<file path="config.mk">
export PLATFORM = sky130hd
export DESIGN_NAME = rfct_top
export DESIGN_NICKNAME = d
export VERILOG_FILES = /design/src/verilog/rfct_pkg.sv /design/src/verilog/rfct_top.sv /design/src/verilog/rfct_delay.sv
export SDC_FILE = /design/constraint.sdc
export NUM_CORES = 1
export LEC_CHECK = 0
export BUFFER_PORTS_ARGS = -buffer_cell sky130_fd_sc_hd__buf_2
export CAP_MARGIN = 20
export CORE_MARGIN = 2
export CORE_UTILIZATION = 40
export DETAILED_ROUTE_END_ITERATION = 7
export SYNTH_ARGS = -nofsm -noshare
export SYNTH_HDL_FRONTEND = slang
export SYNTH_SLANG_ARGS = --single-unit
</file>
<file path="constraint.sdc">
create_clock -name pclk -period 11.1 [get_ports pclk]
set_input_delay 3.33 -clock pclk [delete_from_list [all_inputs] [get_ports pclk]]
set_output_delay 3.33 -clock pclk [all_outputs]
set_load 0.005 [all_outputs]
</file>
<file path="src/verilog/rfct_pkg.sv">
// Shared constants, types and helpers of the RF control timing block
package rfct_pkg;

    // ------------------------------------------------------------
    // Clock and timebase
    // ------------------------------------------------------------
    localparam int CLK_NS = 8;
    localparam int STEP_NS = 3470;
    // One step of the internal timebase, rounded down to whole cycles
    localparam int STEP_CYC = STEP_NS / CLK_NS;
    localparam int STEP_W = 5;
    localparam int REM_W = 9;

    // ------------------------------------------------------------
    // Register map (printed offsets are word indices)
    // ------------------------------------------------------------
    localparam int ADDR_W = 18;
    localparam logic [15:0] IDX_TX_TIMING = 16'hFFD4;
    localparam logic [15:0] IDX_RX_TIMING = 16'hFFD5;
    localparam logic [15:0] IDX_POLARITY = 16'hFFD8;
    localparam logic [15:0] IDX_RX_FALL = 16'hFFD9;
    localparam logic [15:0] IDX_STATUS = 16'hFFDB;

    localparam logic [7:0] RST_TX_TIMING = 8'h8B;
    localparam logic [7:0] RST_RX_TIMING = 8'h0B;
    localparam logic [3:0] RST_POLARITY = 4'h0;
    localparam logic [3:0] RST_RX_FALL = 4'h0;

    // Field positions of the receive timing register
    localparam int RX_SLICER_BIT = 7;
    localparam int RX_ANT_SEL_BIT = 6;
    localparam int RX_FORCE_BIT = 5;
    // Polarity bit positions
    localparam int POL_TX_BIT = 3;
    localparam int POL_RX_BIT = 2;
    localparam int POL_AUX_BIT = 1;
    localparam int POL_ANT_BIT = 0;

    // ------------------------------------------------------------
    // Delay codes and times
    // ------------------------------------------------------------
    localparam logic [3:0] TX_LEAD_MAX = 4'h9;
    localparam logic [3:0] TX_LAG_MAX = 4'hC;
    localparam logic [4:0] RX_LEAD_MAX = 5'h16;
    localparam int TX_LAG_BASE_NS = 4300;
    localparam int RX_LEAD_BASE_NS = 11300;
    // Reference pulse of the receive slot leads the first bit by this
    localparam int RX_REF_NS = 87600;
    localparam int FBT_NS [16] = '{54700, 51200, 47700, 44300,
                                   40800, 37300, 33900, 30400,
                                   26900, 23400, 20000, 16500,
                                   13000, 9500, 6900, 2600};

    // ------------------------------------------------------------
    // Carriers
    // ------------------------------------------------------------
    typedef struct packed {
        logic active;           // Formatter running
        logic tx_ref;           // Transmit slot reference, 32.1 us early
        logic tx_last_bit;      // Last transmitted bit sent
        logic rx_ref_locked;    // Receive reference tied to tx frame
        logic rx_ref_recovered; // Receive reference from recovered clock
        logic rx_last_bit;      // Last received bit taken
    } rfct_fmt_evt_t;

    typedef struct packed {
        logic tx;
        logic rx;
        logic aux;
        logic ant;
    } rfct_strobe_t;

    typedef struct packed {
        logic [STEP_W-1:0] steps;
        logic [REM_W-1:0] rem;
    } rfct_delay_t;

    // Splits a time into whole steps plus a residue in cycles
    function automatic rfct_delay_t rfct_split_ns(input int ns);
        rfct_delay_t d;
        d.steps = STEP_W'(ns / STEP_NS);
        d.rem = REM_W'((ns % STEP_NS) / CLK_NS);
        return d;
    endfunction : rfct_split_ns

    // Byte address of a register index
    function automatic logic [ADDR_W-1:0] rfct_addr(input logic [15:0] idx);
        return {idx, 2'b00};
    endfunction : rfct_addr

endpackage : rfct_pkg

</file>
<file path="src/verilog/rfct_top.sv">
// RF front-end strobe timing with APB register access
//
// Chosen here: the APB interface to the registers.
`timescale 1ns/1ns
module rfct_top
    import rfct_pkg::*;
#(
    parameter int STEP_CYCLES = STEP_CYC
) (
    input wire logic pclk,                 // APB and system clock
    input wire logic presetn,              // Asynchronous reset, low
    input wire logic psel,                 // APB select
    input wire logic penable,              // APB access phase
    input wire logic pwrite,               // APB write
    input wire logic [ADDR_W-1:0] paddr,   // APB byte address
    input wire logic [31:0] pwdata,        // APB write data
    output logic [31:0] prdata,            // APB read data
    output logic pready,                   // APB ready
    output logic pslverr,                  // APB error, unmapped
    input wire rfct_fmt_evt_t fmt,         // Formatter frame events
    input wire logic rx_indep_mode,        // Independent receive timing
    output logic tx_bit_start,             // Start first tx bit, pulse
    output logic tx_rf_strobe,             // Transmit enable pin
    output logic rx_rf_strobe,             // Receive enable pin
    output logic aux_rf_strobe,            // Auxiliary strobe pin
    input wire logic gpio_ten_out,         // Port value for pin ten
    input wire logic gpio_ten_oe,          // Port enable for pin ten
    output logic general_pin_ten_out,      // Pin ten output
    output logic general_pin_ten_oe,       // Pin ten output enable
    input wire logic ext_irq_pin_two_in,   // Irq pin two level
    output logic ext_irq_pin_two_out,      // Irq pin two output
    output logic ext_irq_pin_two_oe,       // Irq pin two output enable
    output logic ext_irq_two               // Synced irq level
);

    // ------------------------------------------------------------
    // Registers
    // ------------------------------------------------------------
    logic [7:0] tx_rf_timing;
    logic [7:0] rx_rf_timing;
    logic [3:0] rf_strobe_polarity;
    logic [3:0] rx_fall_offset;

    // ------------------------------------------------------------
    // APB decode
    // ------------------------------------------------------------
    wire hit_tx = (paddr == rfct_addr(IDX_TX_TIMING));
    wire hit_rx = (paddr == rfct_addr(IDX_RX_TIMING));
    wire hit_pol = (paddr == rfct_addr(IDX_POLARITY));
    wire hit_fall = (paddr == rfct_addr(IDX_RX_FALL));
    wire hit_stat = (paddr == rfct_addr(IDX_STATUS));
    wire hit_any = hit_tx | hit_rx | hit_pol | hit_fall | hit_stat;
    wire setup_rd = psel && !penable && !pwrite;
    wire wr_en = psel && penable && pwrite && pready;

    // Zero wait states: every access completes in its first access cycle
    assign pready = 1'b1;
    assign pslverr = psel && penable && !hit_any;

    // ------------------------------------------------------------
    // Strobe state, shown in the status register
    // ------------------------------------------------------------
    rfct_strobe_t act;

    // Read mux; reserved bits read zero
    logic [7:0] next_rdata;
    assign next_rdata =
        hit_tx ? tx_rf_timing :
        hit_rx ? rx_rf_timing :
        hit_pol ? {4'h0, rf_strobe_polarity} :
        hit_fall ? {4'h0, rx_fall_offset} :
        hit_stat ? {4'h0, act.tx, act.rx, act.aux, act.ant} :
        8'h00;

    // Read data latched in the setup cycle, stable through access
    always_ff @(posedge pclk or negedge presetn) begin
        if (!presetn) begin
            prdata <= 32'h0000_0000;
        end else if (setup_rd) begin
            prdata <= {24'h00_0000, next_rdata};
        end
    end

    // Register writes; status is read only
    always_ff @(posedge pclk or negedge presetn) begin
        if (!presetn) begin
            tx_rf_timing <= RST_TX_TIMING;
            rx_rf_timing <= RST_RX_TIMING;
            rf_strobe_polarity <= RST_POLARITY;
            rx_fall_offset <= RST_RX_FALL;
        end else if (wr_en) begin
            if (hit_tx) tx_rf_timing <= pwdata[7:0];
            if (hit_rx) rx_rf_timing <= pwdata[7:0];
            if (hit_pol) rf_strobe_polarity <= pwdata[3:0];
            if (hit_fall) rx_fall_offset <= pwdata[3:0];
        end
    end

    // ------------------------------------------------------------
    // Code decode
    // ------------------------------------------------------------
    // Invalid codes saturate at the last valid one rather than overflow
    wire [3:0] tx_lead_delay = (tx_rf_timing[7:4] > TX_LEAD_MAX) ?
        TX_LEAD_MAX : tx_rf_timing[7:4];
    wire [3:0] tx_lag_code = (tx_rf_timing[3:0] > TX_LAG_MAX) ?
        TX_LAG_MAX : tx_rf_timing[3:0];
    wire [4:0] rx_lead_delay = (rx_rf_timing[4:0] > RX_LEAD_MAX) ?
        RX_LEAD_MAX : rx_rf_timing[4:0];
    wire [3:0] rx_fall_to_tx_time = rx_fall_offset;
    wire slicer_en = rx_rf_timing[RX_SLICER_BIT];
    wire ant_sel = rx_rf_timing[RX_ANT_SEL_BIT];
    wire rx_strobe_force = rx_rf_timing[RX_FORCE_BIT];

    // Reference 32.1 us ahead of the first bit: wait code steps
    rfct_delay_t tx_lead_dly;
    assign tx_lead_dly.steps = STEP_W'(tx_lead_delay);
    assign tx_lead_dly.rem = '0;

    // Lag of 4.3 us plus code steps after the last bit
    rfct_delay_t tx_lag_dly;
    assign tx_lag_dly.steps = rfct_split_ns(TX_LAG_BASE_NS).steps
        + STEP_W'(tx_lag_code);
    assign tx_lag_dly.rem = rfct_split_ns(TX_LAG_BASE_NS).rem;

    // Reference 87.6 us ahead of first rx bit; top code starts at once
    rfct_delay_t rx_lead_dly;
    wire rx_lead_top = (rx_lead_delay == RX_LEAD_MAX);
    assign rx_lead_dly.steps = rx_lead_top ? '0 :
        rfct_split_ns(RX_REF_NS - RX_LEAD_BASE_NS).steps
        - STEP_W'(rx_lead_delay);
    assign rx_lead_dly.rem = rx_lead_top ? '0 :
        rfct_split_ns(RX_REF_NS - RX_LEAD_BASE_NS).rem;

    // Table values are not evenly spaced, so split each one
    rfct_delay_t fbt_dly;
    assign fbt_dly = rfct_split_ns(FBT_NS[rx_fall_to_tx_time]);

    // Receive slot reference source
    wire rx_ref = rx_indep_mode ? fmt.rx_ref_recovered
                                : fmt.rx_ref_locked;

    // ------------------------------------------------------------
    // Transmit strobe sequencer
    // ------------------------------------------------------------
    typedef enum logic [1:0] {
        TX_IDLE = 2'b00,
        TX_LEAD = 2'b01,
        TX_ON = 2'b11,
        TX_LAG = 2'b10
    } rfct_tx_state_t;

    rfct_tx_state_t tx_state;
    rfct_tx_state_t next_tx_state;
    logic tx_dly_done;
    logic tx_dly_start;
    rfct_delay_t tx_dly_sel;

    // Formatter going idle abandons the frame at once
    always_comb begin
        next_tx_state = tx_state;
        tx_dly_start = 1'b0;
        tx_dly_sel = tx_lead_dly;
        case (tx_state)
            TX_IDLE: begin
                if (fmt.active && fmt.tx_ref) begin
                    next_tx_state = TX_LEAD;
                    tx_dly_start = 1'b1;
                end
            end
            TX_LEAD: begin
                if (tx_dly_done) next_tx_state = TX_ON;
            end
            TX_ON: begin
                if (fmt.tx_last_bit) begin
                    next_tx_state = TX_LAG;
                    tx_dly_start = 1'b1;
                    tx_dly_sel = tx_lag_dly;
                end
            end
            TX_LAG: begin
                if (tx_dly_done) next_tx_state = TX_IDLE;
            end
            default: next_tx_state = TX_IDLE;
        endcase
        if (!fmt.active) next_tx_state = TX_IDLE;
    end

    always_ff @(posedge pclk or negedge presetn) begin
        if (!presetn) begin
            tx_state <= TX_IDLE;
        end else begin
            tx_state <= next_tx_state;
        end
    end

    rfct_delay #(
        .STEP_CYCLES(STEP_CYCLES)
    ) u_tx_delay (
        .pclk(pclk),
        .presetn(presetn),
        .start(tx_dly_start),
        .abort(!fmt.active),
        .delay(tx_dly_sel),
        .done(tx_dly_done)
    );

    // ------------------------------------------------------------
    // Receive strobe sequencer
    // ------------------------------------------------------------
    typedef enum logic [1:0] {
        RX_IDLE = 2'b00,
        RX_LEAD = 2'b01,
        RX_ON = 2'b11,
        RX_FBT = 2'b10
    } rfct_rx_state_t;

    rfct_rx_state_t rx_state;
    rfct_rx_state_t next_rx_state;
    logic rx_dly_done;
    logic rx_dly_start;
    rfct_delay_t rx_dly_sel;
    logic next_tx_bit_start;

    // After the strobe falls, independent mode times the first tx bit
    always_comb begin
        next_rx_state = rx_state;
        rx_dly_start = 1'b0;
        rx_dly_sel = rx_lead_dly;
        next_tx_bit_start = 1'b0;
        case (rx_state)
            RX_IDLE: begin
                if (fmt.active && rx_ref) begin
                    next_rx_state = RX_LEAD;
                    rx_dly_start = 1'b1;
                end
            end
            RX_LEAD: begin
                if (rx_dly_done) next_rx_state = RX_ON;
            end
            RX_ON: begin
                if (fmt.rx_last_bit && rx_indep_mode) begin
                    next_rx_state = RX_FBT;
                    rx_dly_start = 1'b1;
                    rx_dly_sel = fbt_dly;
                end else if (fmt.rx_last_bit) begin
                    next_rx_state = RX_IDLE;
                end
            end
            RX_FBT: begin
                if (rx_dly_done) begin
                    next_rx_state = RX_IDLE;
                    next_tx_bit_start = 1'b1;
                end
            end
            default: next_rx_state = RX_IDLE;
        endcase
        if (!fmt.active) next_rx_state = RX_IDLE;
    end

    always_ff @(posedge pclk or negedge presetn) begin
        if (!presetn) begin
            rx_state <= RX_IDLE;
            tx_bit_start <= 1'b0;
        end else begin
            rx_state <= next_rx_state;
            tx_bit_start <= next_tx_bit_start && fmt.active;
        end
    end

    rfct_delay #(
        .STEP_CYCLES(STEP_CYCLES)
    ) u_rx_delay (
        .pclk(pclk),
        .presetn(presetn),
        .start(rx_dly_start),
        .abort(!fmt.active),
        .delay(rx_dly_sel),
        .done(rx_dly_done)
    );

    // ------------------------------------------------------------
    // Active levels of the strobes
    // ------------------------------------------------------------
    // Force keeps the receiver open for level scans while idle
    assign act.tx = (tx_state == TX_ON) || (tx_state == TX_LAG);
    assign act.rx = (rx_state == RX_ON) || rx_strobe_force;
    assign act.aux = (rx_state == RX_ON);
    assign act.ant = act.tx;

    // ------------------------------------------------------------
    // Pin sync and output stage
    // ------------------------------------------------------------
    logic irq_meta;

    // Two flops before anything reads the pin
    always_ff @(posedge pclk or negedge presetn) begin
        if (!presetn) begin
            irq_meta <= 1'b0;
            ext_irq_two <= 1'b0;
        end else begin
            irq_meta <= ext_irq_pin_two_in;
            ext_irq_two <= irq_meta;
        end
    end

    // Polarity applied in the last flop keeps the pins glitch free
    rfct_strobe_t pin;
    assign pin.tx = act.tx ^ rf_strobe_polarity[POL_TX_BIT];
    assign pin.rx = act.rx ^ rf_strobe_polarity[POL_RX_BIT];
    assign pin.aux = act.aux ^ rf_strobe_polarity[POL_AUX_BIT];
    assign pin.ant = act.ant ^ rf_strobe_polarity[POL_ANT_BIT];

    // Pin ten carries the slicer strobe or the port value
    wire next_ten_out = slicer_en ? pin.aux : gpio_ten_out;
    wire next_ten_oe = slicer_en | gpio_ten_oe;

    always_ff @(posedge pclk or negedge presetn) begin
        if (!presetn) begin
            tx_rf_strobe <= 1'b0;
            rx_rf_strobe <= 1'b0;
            aux_rf_strobe <= 1'b0;
            general_pin_ten_out <= 1'b0;
            general_pin_ten_oe <= 1'b0;
            ext_irq_pin_two_out <= 1'b0;
            ext_irq_pin_two_oe <= 1'b0;
        end else begin
            tx_rf_strobe <= pin.tx;
            rx_rf_strobe <= pin.rx;
            aux_rf_strobe <= pin.aux;
            general_pin_ten_out <= next_ten_out;
            general_pin_ten_oe <= next_ten_oe;
            ext_irq_pin_two_out <= pin.ant;
            ext_irq_pin_two_oe <= ant_sel;
        end
    end

endmodule : rfct_top

</file>
<file path="src/verilog/rfct_delay.sv">
// Programmable delay counter on the 3.47 us step timebase
`timescale 1ns/1ns
module rfct_delay
    import rfct_pkg::*;
#(
    parameter int STEP_CYCLES = STEP_CYC
) (
    input wire logic pclk,           // System clock
    input wire logic presetn,        // Asynchronous reset, active low
    input wire logic start,          // Load the delay and start
    input wire logic abort,          // Drop a running delay
    input wire rfct_delay_t delay,   // Steps and residue to wait
    output logic done                // One-cycle pulse at expiry
);

    // ------------------------------------------------------------
    // Residue first, then whole steps
    // ------------------------------------------------------------
    logic busy;
    logic [REM_W-1:0] cyc;
    logic [STEP_W-1:0] steps_left;
    wire cyc_zero = (cyc == '0);

    // Step divider restarts on load so no phase jitter enters the delay
    always_ff @(posedge pclk or negedge presetn) begin
        if (!presetn) begin
            busy <= 1'b0;
            cyc <= '0;
            steps_left <= '0;
            done <= 1'b0;
        end else begin
            done <= 1'b0;
            if (abort) begin
                busy <= 1'b0;
            end else if (start) begin
                busy <= 1'b1;
                cyc <= delay.rem;
                steps_left <= delay.steps;
            end else if (busy && !cyc_zero) begin
                cyc <= cyc - 1'b1;
            end else if (busy && steps_left != '0) begin
                cyc <= REM_W'(STEP_CYCLES - 1);
                steps_left <= steps_left - 1'b1;
            end else if (busy) begin
                busy <= 1'b0;
                done <= 1'b1;
            end
        end
    end

endmodule : rfct_delay

</file>
---- After elaboration in Yosys (flattened, before gate mapping) ----
Memory sizes are Yosys's and may differ from the RTL's.
Cells that the tools add are included.
storage, ports and cells
  flip-flop bits (word level) ............. 78
  bits in latches ......................... 0
  memories ................................ 1
  bits of input ports ..................... 65
  logic and storage cells ................. 188
  output and inout bits ................... 43
  RAM bits ................................ 0
  ROM bits ................................ 512
operators by class
  reduce and logical (&&, ||, !) cells .... 43
  add/subtract/negate cells ............... 7
  shifts and indexed selects .............. 0
  $mul .................................... 0
  divide/modulo/power cells ............... 2
  multiplexer cells ....................... 69
  eq/ne operators ......................... 26
  $lt $le $gt $ge ......................... 4
  bitwise operators ....................... 11
memory list
  name             depth  width  read ports  clocked after Yosys merged registers in  write ports  line             RTL
  (no name shown)  16     32     1           0                                        0            rfct_top.sv:136  assign fbt_dly = rfct_split_ns(FBT_NS[rx_fall_to_tx_time]);
operator list
  cell                    count
  $eq 18x18->1 const B    5
  $mux 32                 2
  $mux 9                  7
  $mux 14                 4
  $mux 5                  8
  $div 32x13->32 const B  1
  $mod 32x13->32 const B  1
  $mux 1                  26
  $mux 2                  11
  $ne 3x3->1 const B      7
  $mux 4                  5
  $logic_not 9->1         2
  $sub 9x1->9 const B     2
  $mux 8                  2
  $pmux 2 s4              2
  $reduce_and 2->1        8
  $logic_and 1x1->1       13
  $ne 3x2->1 const B      4
  $reduce_bool 5->1       2
  $sub 5x1->5 const B     2
  $add 9x1->9             1
  $eq 2x2->1 const B      4
  $gt 4x4->1 const B      2
  $reduce_and 4->1        2
  20 further kinds        39

---- Longest topological paths before layout ----
Gate-level depths: netlist (run 1).
  depth in word-level cells ............... 11
  gate-level depth with buffers ........... 33
  mapped depth without buffers ............ 30

---- Hierarchy ----
From an unflattened synthesis (run 1), not the netlist that was laid out.
second synthesis, totals
  cell total of the unflattened synthesis .. 914
  area, all modules ....................... 7749.9 um^2
by module, submodules not included
  module      area an instance (um^2)  cells each  times used
  rfct_top    5665.4                   684         1
  rfct_delay  1042.2                   115         2

---- Least setup slack after synthesis (run 1) ----
OpenSTA, ideal clock, no wires.
  path kind ............................... input-to-output
  start ................................... input port paddr[15]
  end ..................................... output port pslverr
  path buffers ............................ 0
  cell stages on the path ................. 6
  arrival time ............................ 4.204 ns
  setup slack ............................. 3.566 ns
  path through ............................ nand4_1 > nor4_1 > and3b_1 > nand4_1 > nand3_1 > a21oi_1
on the way
  word-level cells in the longest chain between the ends .. 7
  elaborated cells between the ends (all ways) .. 11
RTL lines
  element                                 line                            RTL
  from (decl)                             rfct_top.sv:15                  input wire logic [ADDR_W-1:0] paddr,
  $eq 18x18->1, on equally long branches  rfct_top.sv:47, rfct_top.sv:48
  $or 1x1->1 (3 in series)                rfct_top.sv:52                  wire hit_any = hit_tx | hit_rx | hit_pol | hit_fall | hit_stat;
  $or 1x1->1 (*)                          rfct_top.sv:52
  $logic_not 1->1 (*)                     rfct_top.sv:58                  assign pslverr = psel && penable && !hit_any;
  $logic_and 1x1->1 (*)                   rfct_top.sv:58
  to (decl)                               rfct_top.sv:19                  output logic pslverr,
Mark *: on every way between the ends. The rest lies on a longest branch, timed or not.

---- Worst setup path in the final report (run 1) ----
  start ................................... register rx_fall_offset[1]
  end ..................................... register u_rx_delay.cyc[2]
on the way
  word-level cells in the longest chain between the ends .. 11
RTL lines
  element                                          line              RTL
  from (decl)                                      rfct_top.sv:42    logic [3:0] rx_fall_offset;
  from (signal assigned)                           rfct_top.sv:95    if (hit_fall) rx_fall_offset <= pwdata[3:0];
  $not 4->5 (implied by the code) (*)              rfct_top.sv:136
  $mem_v2 16x32 (*)                                n/a
  $mux 32 (implied by the code) (*) (2 in series)  rfct_top.sv:136
  $mod 32x13->32 (*)                               rfct_pkg.sv:82    d.rem = REM_W'((ns % STEP_NS) / CLK_NS);
  $reduce_or 3->1 (no line)                        n/a
  $and 1x1->1 (no line)                            n/a
  $add 9x1->9 (no line) (*)                        n/a
  $mux 14 (*)                                      rfct_top.sv:241   if (fmt.rx_last_bit && rx_indep_mode) begin
  $mux 14 (*)                                      rfct_top.sv:230   case (rx_state)
  $mux 9 (*)                                       rfct_delay.sv:35  end else if (start) begin
  to (signal assigned)                             rfct_delay.sv:37  cyc <= delay.rem;
  to (signal assigned)                             rfct_delay.sv:40  cyc <= cyc - 1'b1;
  to (signal assigned)                             rfct_delay.sv:42  cyc <= REM_W'(STEP_CYCLES - 1);
  to (decl)                                        rfct_delay.sv:20  logic [REM_W-1:0] cyc;
Mark *: on every way between the ends. The rest lies on a longest branch, timed or not. The select of a mux whose other input is x is not followed.
A chain may end at the register's enable or synchronous reset.

==> results by stage, run 1 <==
STA:
- Setup total negative slack on the finished layout was measured at 0 ns.
- Across the routed clock network, the largest skew measured is approximately 0.0070 ns.
- The count of final hold-check violations is 0.
- Setup slack on the critical path of the routed design comes to ~2.4 ns.
- Setup violations remaining at the end of the flow were counted as 0.
- Setup repair after global routing left no endpoint under its margin.
- The transition at the pin with the smallest max-transition slack is 1.04 ns.
- The share of the clock period used by the worst path after layout is 78.5%.
- The minimum clock period after layout is roughly 8.7 ns.
- The max-slew violation count is 0.
- The maximum operating frequency is around 110 MHz.
- The tightest slew margin relative to the limit is around 30%.

Logic synthesis:
- The gate count of the mapped netlist is 867.
- The count of flip-flops with a built-in enable after synthesis is 0.
- The synthesized area per cell is about 8.3 µm².
- The fraction of registers with async set or reset after synthesis is 100%.
- The number of different library cells used by synthesis comes to 100.
- For this run, the register share of the synthesized area comes to a little over a quarter.
- The total number of yosys warnings is 0.
- The mapped cell area is just over 0.007 mm².
- For this run, the leading register cell type out of synthesis is sky130_fd_sc_hd__dfrtp_1.
- Synthesis inferred 78 register bits.

Clock network:
- The tree built by TritonCTS fans out to between 70 and 80 sinks.
- Counting the buffers created by CTS gives 9.
- The register clock-pin slew on the reported worst setup and hold paths is approximately 0.060 ns.
- The clock latency reported for the late side of the worst-skew pair is 0.34 ns.
- In this run the post-CTS setup repair buffer count came out at 0.
- The clock passes through at most 2 buffers.
- In this run, post-CTS repair resized a total of 0 instances.
- TritonCTS built the clock tree.
- The clock tree root driver cell is sky130_fd_sc_hd__clkbuf_16.
- The clock tree synthesis step divided the H-tree into 3 levels.
- In this run, post-CTS hold repair placed 0 buffers.

Die:
- The number of ports placed on the die boundary is between 100 and 150.
- In this run the core area contains a little under 50 standard-cell rows.
- The die area is approximately 0.019 mm².
- The core footprint is around 0.018 mm².
- The die is 138 µm tall.
- The starting utilization of the core area is roughly two fifths.
- The width of the die is approximately 140 µm.

Final layout:
- Once layout is done, the placed cells without fillers occupy 0.00794 mm².
- For this run, the post-layout net count is 1006.
- The number of antenna cells inserted is 0.
- The area growth from synthesis to final layout is 10.1%.
- After the flow finishes, the layout carries non-filler instances totaling 1146.
- The share of post-route cells with drive strength above 1 is between 10% and 20%.

Routing:
- The number of DRC violations after detailed routing is 0.
- The vias after detailed routing is 6485.
- The total length of routed met3 wires is around 440 µm.
- The number of DRC markers after the initial detailed-route iteration is approximately 450.
- Once detail routing completed, the nets flagged for antenna violations numbered 0.
- The mean number of vias per cell is 5.66.
- The detailed router put a total of 8.62 mm of wire on met1.
- Routed signal wires occupy layers up through met4.
- The per-cell routed wire length is around 16 µm.
- The number of detailed-routing iterations run before antenna repair is 5.
- Summed over all nets, wire length on met2 after detailed routing comes to 8.49 mm.
- The overall routed net length is between 15 and 20 mm.

Pwr:
- Of the total power, the share spent switching nets is ~33%.
- Power comes to a little under 0.001 W.
- The reported net switching power is ~0.00032 W.
- The part of the power in combinational logic is between 20% and 30%.
- The static power due to leakage is roughly 3.4 nW.
- The largest voltage drop on the vdd net is approximately 0.10 mV.
- The register share of total power is roughly two fifths.
- The share of power burned in the clock network is between 30% and 40%.
- The power density over the cells is between 100 and 150 mW/mm².
- The internal portion of the total power is 0.000668 W.

Place:
- In this run the cell area measured after placement is between 0.007 and 0.008 mm².
- Port buffering added between 50 and 60 buffers.
- The worst setup timing slack at the placement stage is approximately 2.5 ns.
- The HPWL after detailed placement is approximately 14 mm.
- Counting tap cells, the placed design contains a total of between 1000 and 1500 instances.
- At the end of routability-driven placement, the weighted congestion stood at about 0.9.

Global routing:
- For this run, the total global-route usage over all layers was measured as between 10% and 20%.
- Entering global routing, the biggest net connects 79 pins.
- The via count of the first global-routing pass is ~6000.
- The first-pass GRT wire length is ~30 mm.
- The global-route congestion overflow total is 0.
- The number of antenna violations at the first check in global routing is 0.

Critical path:
- The highest cell delay on the worst timing path is between 0.7 and 0.8 ns.
- The worst setup path is captured at a flip-flop.
- Data arrives at the worst endpoint at between 8 and 9 ns.
- The required time of the worst setup path is 11.30 ns.
- For this design, the slowest cell found on the critical path is sky130_fd_sc_hd__a21oi_1.
- The start-to-end type of the worst setup path is reg2reg.
- Of all nets on the critical path, the largest fanout is 14.
- The worst setup path is launched from a flip-flop.

Worst hold path:
- The min-delay analysis places its worst path in the category reg2reg.

Flow run:
- Max-cap violations in this run came to 0.

Status:
- The run finished with clean final reports.
per-stage QoR:
stage | util (%) | hold slack, ns
2_1_floorplan | - | 0.331
3_3_place_gp | 42.5 | 0.332
3_5_place_dp | 42.5 | 0.347
4_1_cts | 44.4 | 0.359
5_1_grt | 44.5 | 0.366
6_report | 44.5 | 0.357
cell type report:
| type | instances | area [µm²] |
|---|---|---|
| clock buffer | 13 | 270 |
| sequential | 78 | 1960 |
| fill | 1788 | 9900 |
| timing repair buffer | 61 | 335 |
| clock inverter | 3 | 65.1 |
| inverter | 35 | 131 |
| multi-input combinational | 727 | 4890 |
| tap | 229 | 287 |
final timing paths:
| path | startpoint | end | slack, ns | cells after the start |
|---|---|---|---|---|
| worst min register to register | irq_meta | ext_irq_two | 0.36 | 0 |
| worst max-delay path | rx_fall_offset[1] | u_rx_delay.cyc[2] | 2.39 | 27 |
| worst min-delay path | irq_meta | ext_irq_two | 0.36 | 0 |
| worst max register to register | rx_fall_offset[1] | u_rx_delay.cyc[2] | 2.39 | 27 |
| min in group asynchronous | presetn | u_tx_delay.cyc[1] | 2.86 | 1 |
| max in group asynchronous | presetn | tx_rf_timing[1] | 7.61 | 2 |
worst max-delay path, delay by kind of cell (launching register included):
kind,cells,cell delay [ns]
compound gates,14,3.64
buf+inv,2,0.29
mux,2,1.18
flops,1,0.56
simple gates,5,1.52
xor+xnor,1,0.45
fa+ha+maj,3,0.94
cells in the final DEF, fill, tap and decap left out, types with 12 or more instances in the layout:
cell / Yosys / layout
sky130_fd_sc_hd__xor2_1: 16 / 16
sky130_fd_sc_hd__conb_1: 2 / 27
sky130_fd_sc_hd__inv_1: 31 / 31
sky130_fd_sc_hd__a31oi_1: 20 / 20
sky130_fd_sc_hd__mux2_2: 29 / 29
sky130_fd_sc_hd__xnor2_1: 13 / 13
sky130_fd_sc_hd__buf_2: 4 / 57
sky130_fd_sc_hd__a21oi_1: 56 / 56
sky130_fd_sc_hd__o21ai_0: 56 / 56
sky130_fd_sc_hd__dfrtp_1: 71 / 71
sky130_fd_sc_hd__nand2b_1: 19 / 19
sky130_fd_sc_hd__nand3_1: 21 / 21
sky130_fd_sc_hd__nor3_1: 26 / 26
sky130_fd_sc_hd__nand2_1: 74 / 74
sky130_fd_sc_hd__nor2_1: 82 / 82
sky130_fd_sc_hd__nor2b_1: 12 / 12
sky130_fd_sc_hd__ha_1: 29 / 29
power by group through the flow:
stage,Sequential [W],Clock (W),Combinational [W]
global placement,0.000391,0,0.000270
floorplan,0.000381,0,0.000215
detailed placement,0.000392,0,0.000273
global route,0.000400,0.000347,0.000315
finish,0.000389,0.000329,0.000273
CTS,0.000388,0.000334,0.000274
kinds of logic (layout without fill, tap and decap cells):
| logic type | after synthesis | in the layout | synth area share [%] |
|---|---|---|---|
| buf+inv | 87 | 112 | 6.37 |
| xor+xnor | 30 | 30 | 3.75 |
| fa+ha+maj | 30 | 30 | 5.17 |
| other cells | 2 | 27 | 0.104 |
| simple gates | 322 | 322 | 22.7 |
| flops | 78 | 78 | 27.2 |
| mux | 42 | 42 | 7.04 |
| compound gates | 276 | 276 | 27.7 |
per-layer routing:
metal  track usage (%)  vias up
li1                  -     3257
met1              26.4     3106
met2              30.3      106
met3              2.01       16
met4              5.26        0
met5                 0        -
synthesized netlist by cell type (11+ instances only):
cell                       number  area, µm²
sky130_fd_sc_hd__nor3_1        26        130
sky130_fd_sc_hd__and2_1        11       68.8
sky130_fd_sc_hd__o21ai_1       11       55.1
sky130_fd_sc_hd__o21ai_0       56        280
sky130_fd_sc_hd__xnor2_1       13        114
sky130_fd_sc_hd__nand3_1       21        105
sky130_fd_sc_hd__nand2_1       74        278
sky130_fd_sc_hd__nor2_1        82        308
sky130_fd_sc_hd__nand2b_1      19        119
sky130_fd_sc_hd__clkbuf_1      15       56.3
sky130_fd_sc_hd__a31oi_1       20        125
sky130_fd_sc_hd__buf_4         30        225
sky130_fd_sc_hd__ha_1          29        363
sky130_fd_sc_hd__inv_1         31        116
sky130_fd_sc_hd__xor2_1        16        140
sky130_fd_sc_hd__a21oi_1       56        280
sky130_fd_sc_hd__mux2_2        29        327
sky130_fd_sc_hd__dfrtp_1       71       1780
sky130_fd_sc_hd__nor2b_1       12       75.1
flip-flops by register name (all words and copies together) (netlist names), 2 cells and up:
signal	cells
prdata	8
rf_strobe_polarity	4
rx_fall_offset	4
rx_rf_timing	8
rx_state	2
tx_rf_timing	8
tx_state	2
u_rx_delay.cyc	9
u_rx_delay.steps_left	5
u_tx_delay.cyc	9
u_tx_delay.steps_left	5
Power figures use the tool's default switching activity.
==> run 2: changes to the inputs <==
Settings changed: ABC_AREA set to 1.
Clock period 11.1 ns to 8.6 ns, I/O delays scaled along.
==> run 2 against run 1 <==
Against the previous run:
- final area is 1.1% lower
- critical path depth fell by 18
- sequential share of layout area up 0.28 points
- die area decreased by 0.42%
- clock power grew 17%
- sequential cell count did not move
- combinational power is 70% higher
- worst hold slack worse by 0.0080 ns
==> results by stage, run 2 <==
Global routing:
- Global routing finished with a remaining overflow of 0.
- The number of antenna violations at the first check in global routing is 0.
- The global-route usage over all layers is 18.9%.
- The largest net degree at the start of global routing is 79.
- The via count of the first global-routing pass is 6162.
- The first global-routing pass estimated 29.1 mm of wire.

Status:
- The run finished with clean final reports.

Place:
- The congestion estimate from routability-driven global placement came to 0.810.
- After legalization and detailed placement, the total HPWL measured 13.2 mm.
- The quantity of I/O buffers inserted on ports is between 50 and 60.
- The worst setup timing slack at the placement stage is between 1.5 and 2 ns.

Die:
- The vertical die dimension is ~140 µm.
- After floorplanning, the core was sized to cover around 0.017 mm².
- The starting utilization of the core area is between 40% and 50%.
- The number of cell rows is 48.
- The width of the die is 138 µm.
- Pin placement for this block handled approximately 110 I/O pins.
- The die area is about 0.019 mm².

STA:
- The transition at the pin with the smallest max-transition slack is a little over 0.9 ns.
- The share of the clock period used by the worst path after layout is between 80% and 90%.
- Setup repair after global routing left no endpoint under its margin.
- The final setup slack of the worst path is roughly 1.6 ns.
- Setup violations remaining at the end of the flow were counted as 0.
- The maximum operating frequency is roughly 140 MHz.
- The max-slew violation count is 0.
- Between clock sinks in the finished design, the worst skew comes to ~0.0065 ns.
- For the final routed database, the setup TNS stands at 0 ns.
- The minimum clock period after layout is roughly 7 ns.
- The tightest slew margin relative to the limit is 38.0%.
- The count of final hold-check violations is 0.

Routing:
- For this block, the routed nets add up to between 15 and 20 mm of wire.
- The vias after detailed routing is between 6000 and 7000.
- Using the TritonRoute via totals, the vias-per-cell ratio works out to between 4 and 5.
- For this block, the initial DRC count from the detailed router was around 380.
- In this run the remaining antenna-violating nets after routing total 0.
- The per-cell routed wire length is 12.5 µm.
- For this run, design rule violations remaining after detail routing come to 0.
- For this run, the detailed router's first-pass iteration total came to 5.

Logic synthesis:
- After synthesis, the cell types taking the most area are sky130_fd_sc_hd__dfrtp_1 (25%), sky130_fd_sc_hd__nand2_1 (15%), sky130_fd_sc_hd__inv_1 (7.2%), sky130_fd_sc_hd__nand3_1 (5.3%), sky130_fd_sc_hd__ha_1 (5.1%).
- Summed over all instances, the cell type with the most area after synthesis is sky130_fd_sc_hd__dfrtp_1.
- The dominant cell by count in the synthesized netlist is sky130_fd_sc_hd__nand2_1.
- Counting every instance in the synthesized netlist gives approximately 1100.
- After synthesis the cells add up to 0.00718 mm².
- The most instantiated flip-flop cell in the synthesis netlist is sky130_fd_sc_hd__dfrtp_1.
- The Yosys step of the flow raised 0 warnings.
- The post-synthesis sequential element count is ~80.
- The share of the Yosys chip area taken by registers is between 20 and 30%.
- The synthesized area per cell is 6.72 µm².
- The fraction of registers with async set or reset after synthesis is 100%.
- By count the netlist is led by sky130_fd_sc_hd__nand2_1 (286), sky130_fd_sc_hd__inv_1 (138), sky130_fd_sc_hd__nor2_1 (93), sky130_fd_sc_hd__nand3_1 (76), sky130_fd_sc_hd__dfrtp_1 (71).
- The count of flip-flops with a built-in enable after synthesis is 0.
- The number of unique standard cell types used by synthesis is 57.
- The top-area cell type share of the netlist area is about a quarter.

Clock network:
- TritonCTS built the clock tree.
- The total CTS buffers is 9.
- The number of gates resized after cts is 0.
- After clock tree synthesis, the setup repair step added 0 buffers.
- The clock tree root driver cell is sky130_fd_sc_hd__clkbuf_16.
- The TritonCTS sink count is 78.
- The clock latency reported for the late side of the worst-skew pair is approximately 0.34 ns.
- No sink is reached through more buffers than the 2 on the longest clock path.
- For this design, the CTS-stage hold fixing added 0 buffers.
- Clock-pin slew was measured on the worst setup and hold paths at 0.06 ns.
- The maximum level of the CTS H-tree is 3.

Critical path:
- The peak fanout along the critical path is 5.
- The launching instance or port of the critical path is paddr[13].
- The kind of start point of the critical path is a primary input.
- The worst setup path is captured at a primary output.
- The source of the worst register-to-register timing path is rx_fall_offset[0].
- The worst path arrival time is ~4.5 ns.
- For the worst setup path, the data required time is approximately 6 ns.
- The critical path is of the in2out type.

Pwr:
- The static power due to leakage is 3.97 nW.
- The worst-case IR drop observed on VDD is about 0.16 mV.
- The power density over the cells is roughly 170 mW/mm².

Final layout:
- The number of nets at the end of the flow is around 1200.
- Leaving out fill and tap cells, the most frequent cells in the layout are sky130_fd_sc_hd__nand2_1 (286), sky130_fd_sc_hd__inv_1 (138), sky130_fd_sc_hd__nor2_1 (93).
- Relative to the synthesized area, the layout overhead comes to 9.36%.
- The leading cell type in the layout, fill and taps excluded is sky130_fd_sc_hd__nand2_1.
- In the final layout, the registers with the most flip-flops are u_rx_delay.cyc (9), u_tx_delay.cyc (9).
- The layout has around 1900 filler cells.
- The number of antenna diodes in the final layout is 0.
- Across the whole layout, storage elements account for 0.00196 mm².
- The combined area of the multi-input logic cells is approximately 0.0044 mm².
- In the final layout, the share of cells above drive strength 1 is between 15 and 20%.

Worst hold path:
- The path class of the tightest hold or removal check is reg2reg.
- The launch point of the worst hold path is irq_meta.

Flow run:
- The number of maximum-capacitance violations is 0.
-- run 2: worst paths after layout --
kind | slack (ns) | end | depth (start not counted)
setup / recovery | 1.57 | pslverr | 9
hold / removal | 0.35 | ext_irq_two | 0
setup reg to reg | 1.95 | u_rx_delay.cyc[8] | 49
hold reg to reg | 0.35 | ext_irq_two | 0
max in group asynchronous | 5.75 | tx_rf_timing[0] | 2
min in group asynchronous | 2.19 | u_tx_delay.cyc[0] | 1
-- run 2: critical path, stage by stage --
cell,delay (ns)
sky130_fd_sc_hd__buf_2,0.09
sky130_fd_sc_hd__nand2_1,0.05
sky130_fd_sc_hd__nor4_1,0.57
sky130_fd_sc_hd__inv_1,0.18
sky130_fd_sc_hd__nor4_1,0.62
sky130_fd_sc_hd__nor2_1,0.08
sky130_fd_sc_hd__nand3_1,0.12
sky130_fd_sc_hd__nor2_1,0.05
sky130_fd_sc_hd__buf_2,0.12
-- run 2: logic make-up (layout without fill, tap and decap cells) --
logic type	Yosys count	in the layout	share of synthesized area, %
DFF	78	78	27.3
and+or+nand+nor	572	572	37.4
AOI/OAI and AO/OA	158	158	13.3
buffers and inverters	196	230	12.5
adders and majority gates	29	29	5.05
xor gates and xnor gates	29	29	3.64
other	2	27	0.105
muxes	4	4	0.627
-- run 2: routing by layer --
layer	vias to the layer above	routed length [µm]	global-route usage, %	part of all wire (%)
met5	-	0	0	0
met4	0	196	4.25	1.2
met3	15	483	2.63	2.9
met2	99	7780	31.3	46
met1	3103	8420	26.1	50
li1	3526	-	-	-
-- run 2: where the power goes --
group / switching [W] / internal [W] / leakage [nW] / total (W)
Combinational: 0.000284 / 0.000179 / 2.84 / 0.000463
Clock: 0.000154 / 0.000232 / 0.148 / 0.000386
Sequential: 0.0000607 / 0.000452 / 0.976 / 0.000512
Total: 0.000498 / 0.000863 / 3.97 / 0.00136
-- run 2: area by class of cell --
| class | count | share of cell area, % |
|---|---|---|
| multi-input combinational | 819 | 56.2 |
| sequential | 78 | 25.0 |
| inverter | 155 | 7.44 |
| timing repair buffer | 59 | 3.98 |
| tap | 225 | 3.59 |
| clock buffer | 10 | 3.04 |
| clock inverter | 6 | 0.781 |
-- run 2: metrics by stage --
stage / instance area, µm² / hold slack (ns) / instances / total power [W] / utilization (%)
detailed placement: 7530 / 0.338 / 1335 / 0.000979 / 43.2
floorplan: 7270 / 0.331 / 1093 / 0.000867 / -
finish: 7850 / 0.349 / 1352 / 0.00136 / 45.1
global placement: 7530 / 0.333 / 1335 / 0.000973 / 43.2
CTS: 7830 / 0.353 / 1351 / 0.00137 / 45.0
global route: 7850 / 0.370 / 1352 / 0.00147 / 45.1
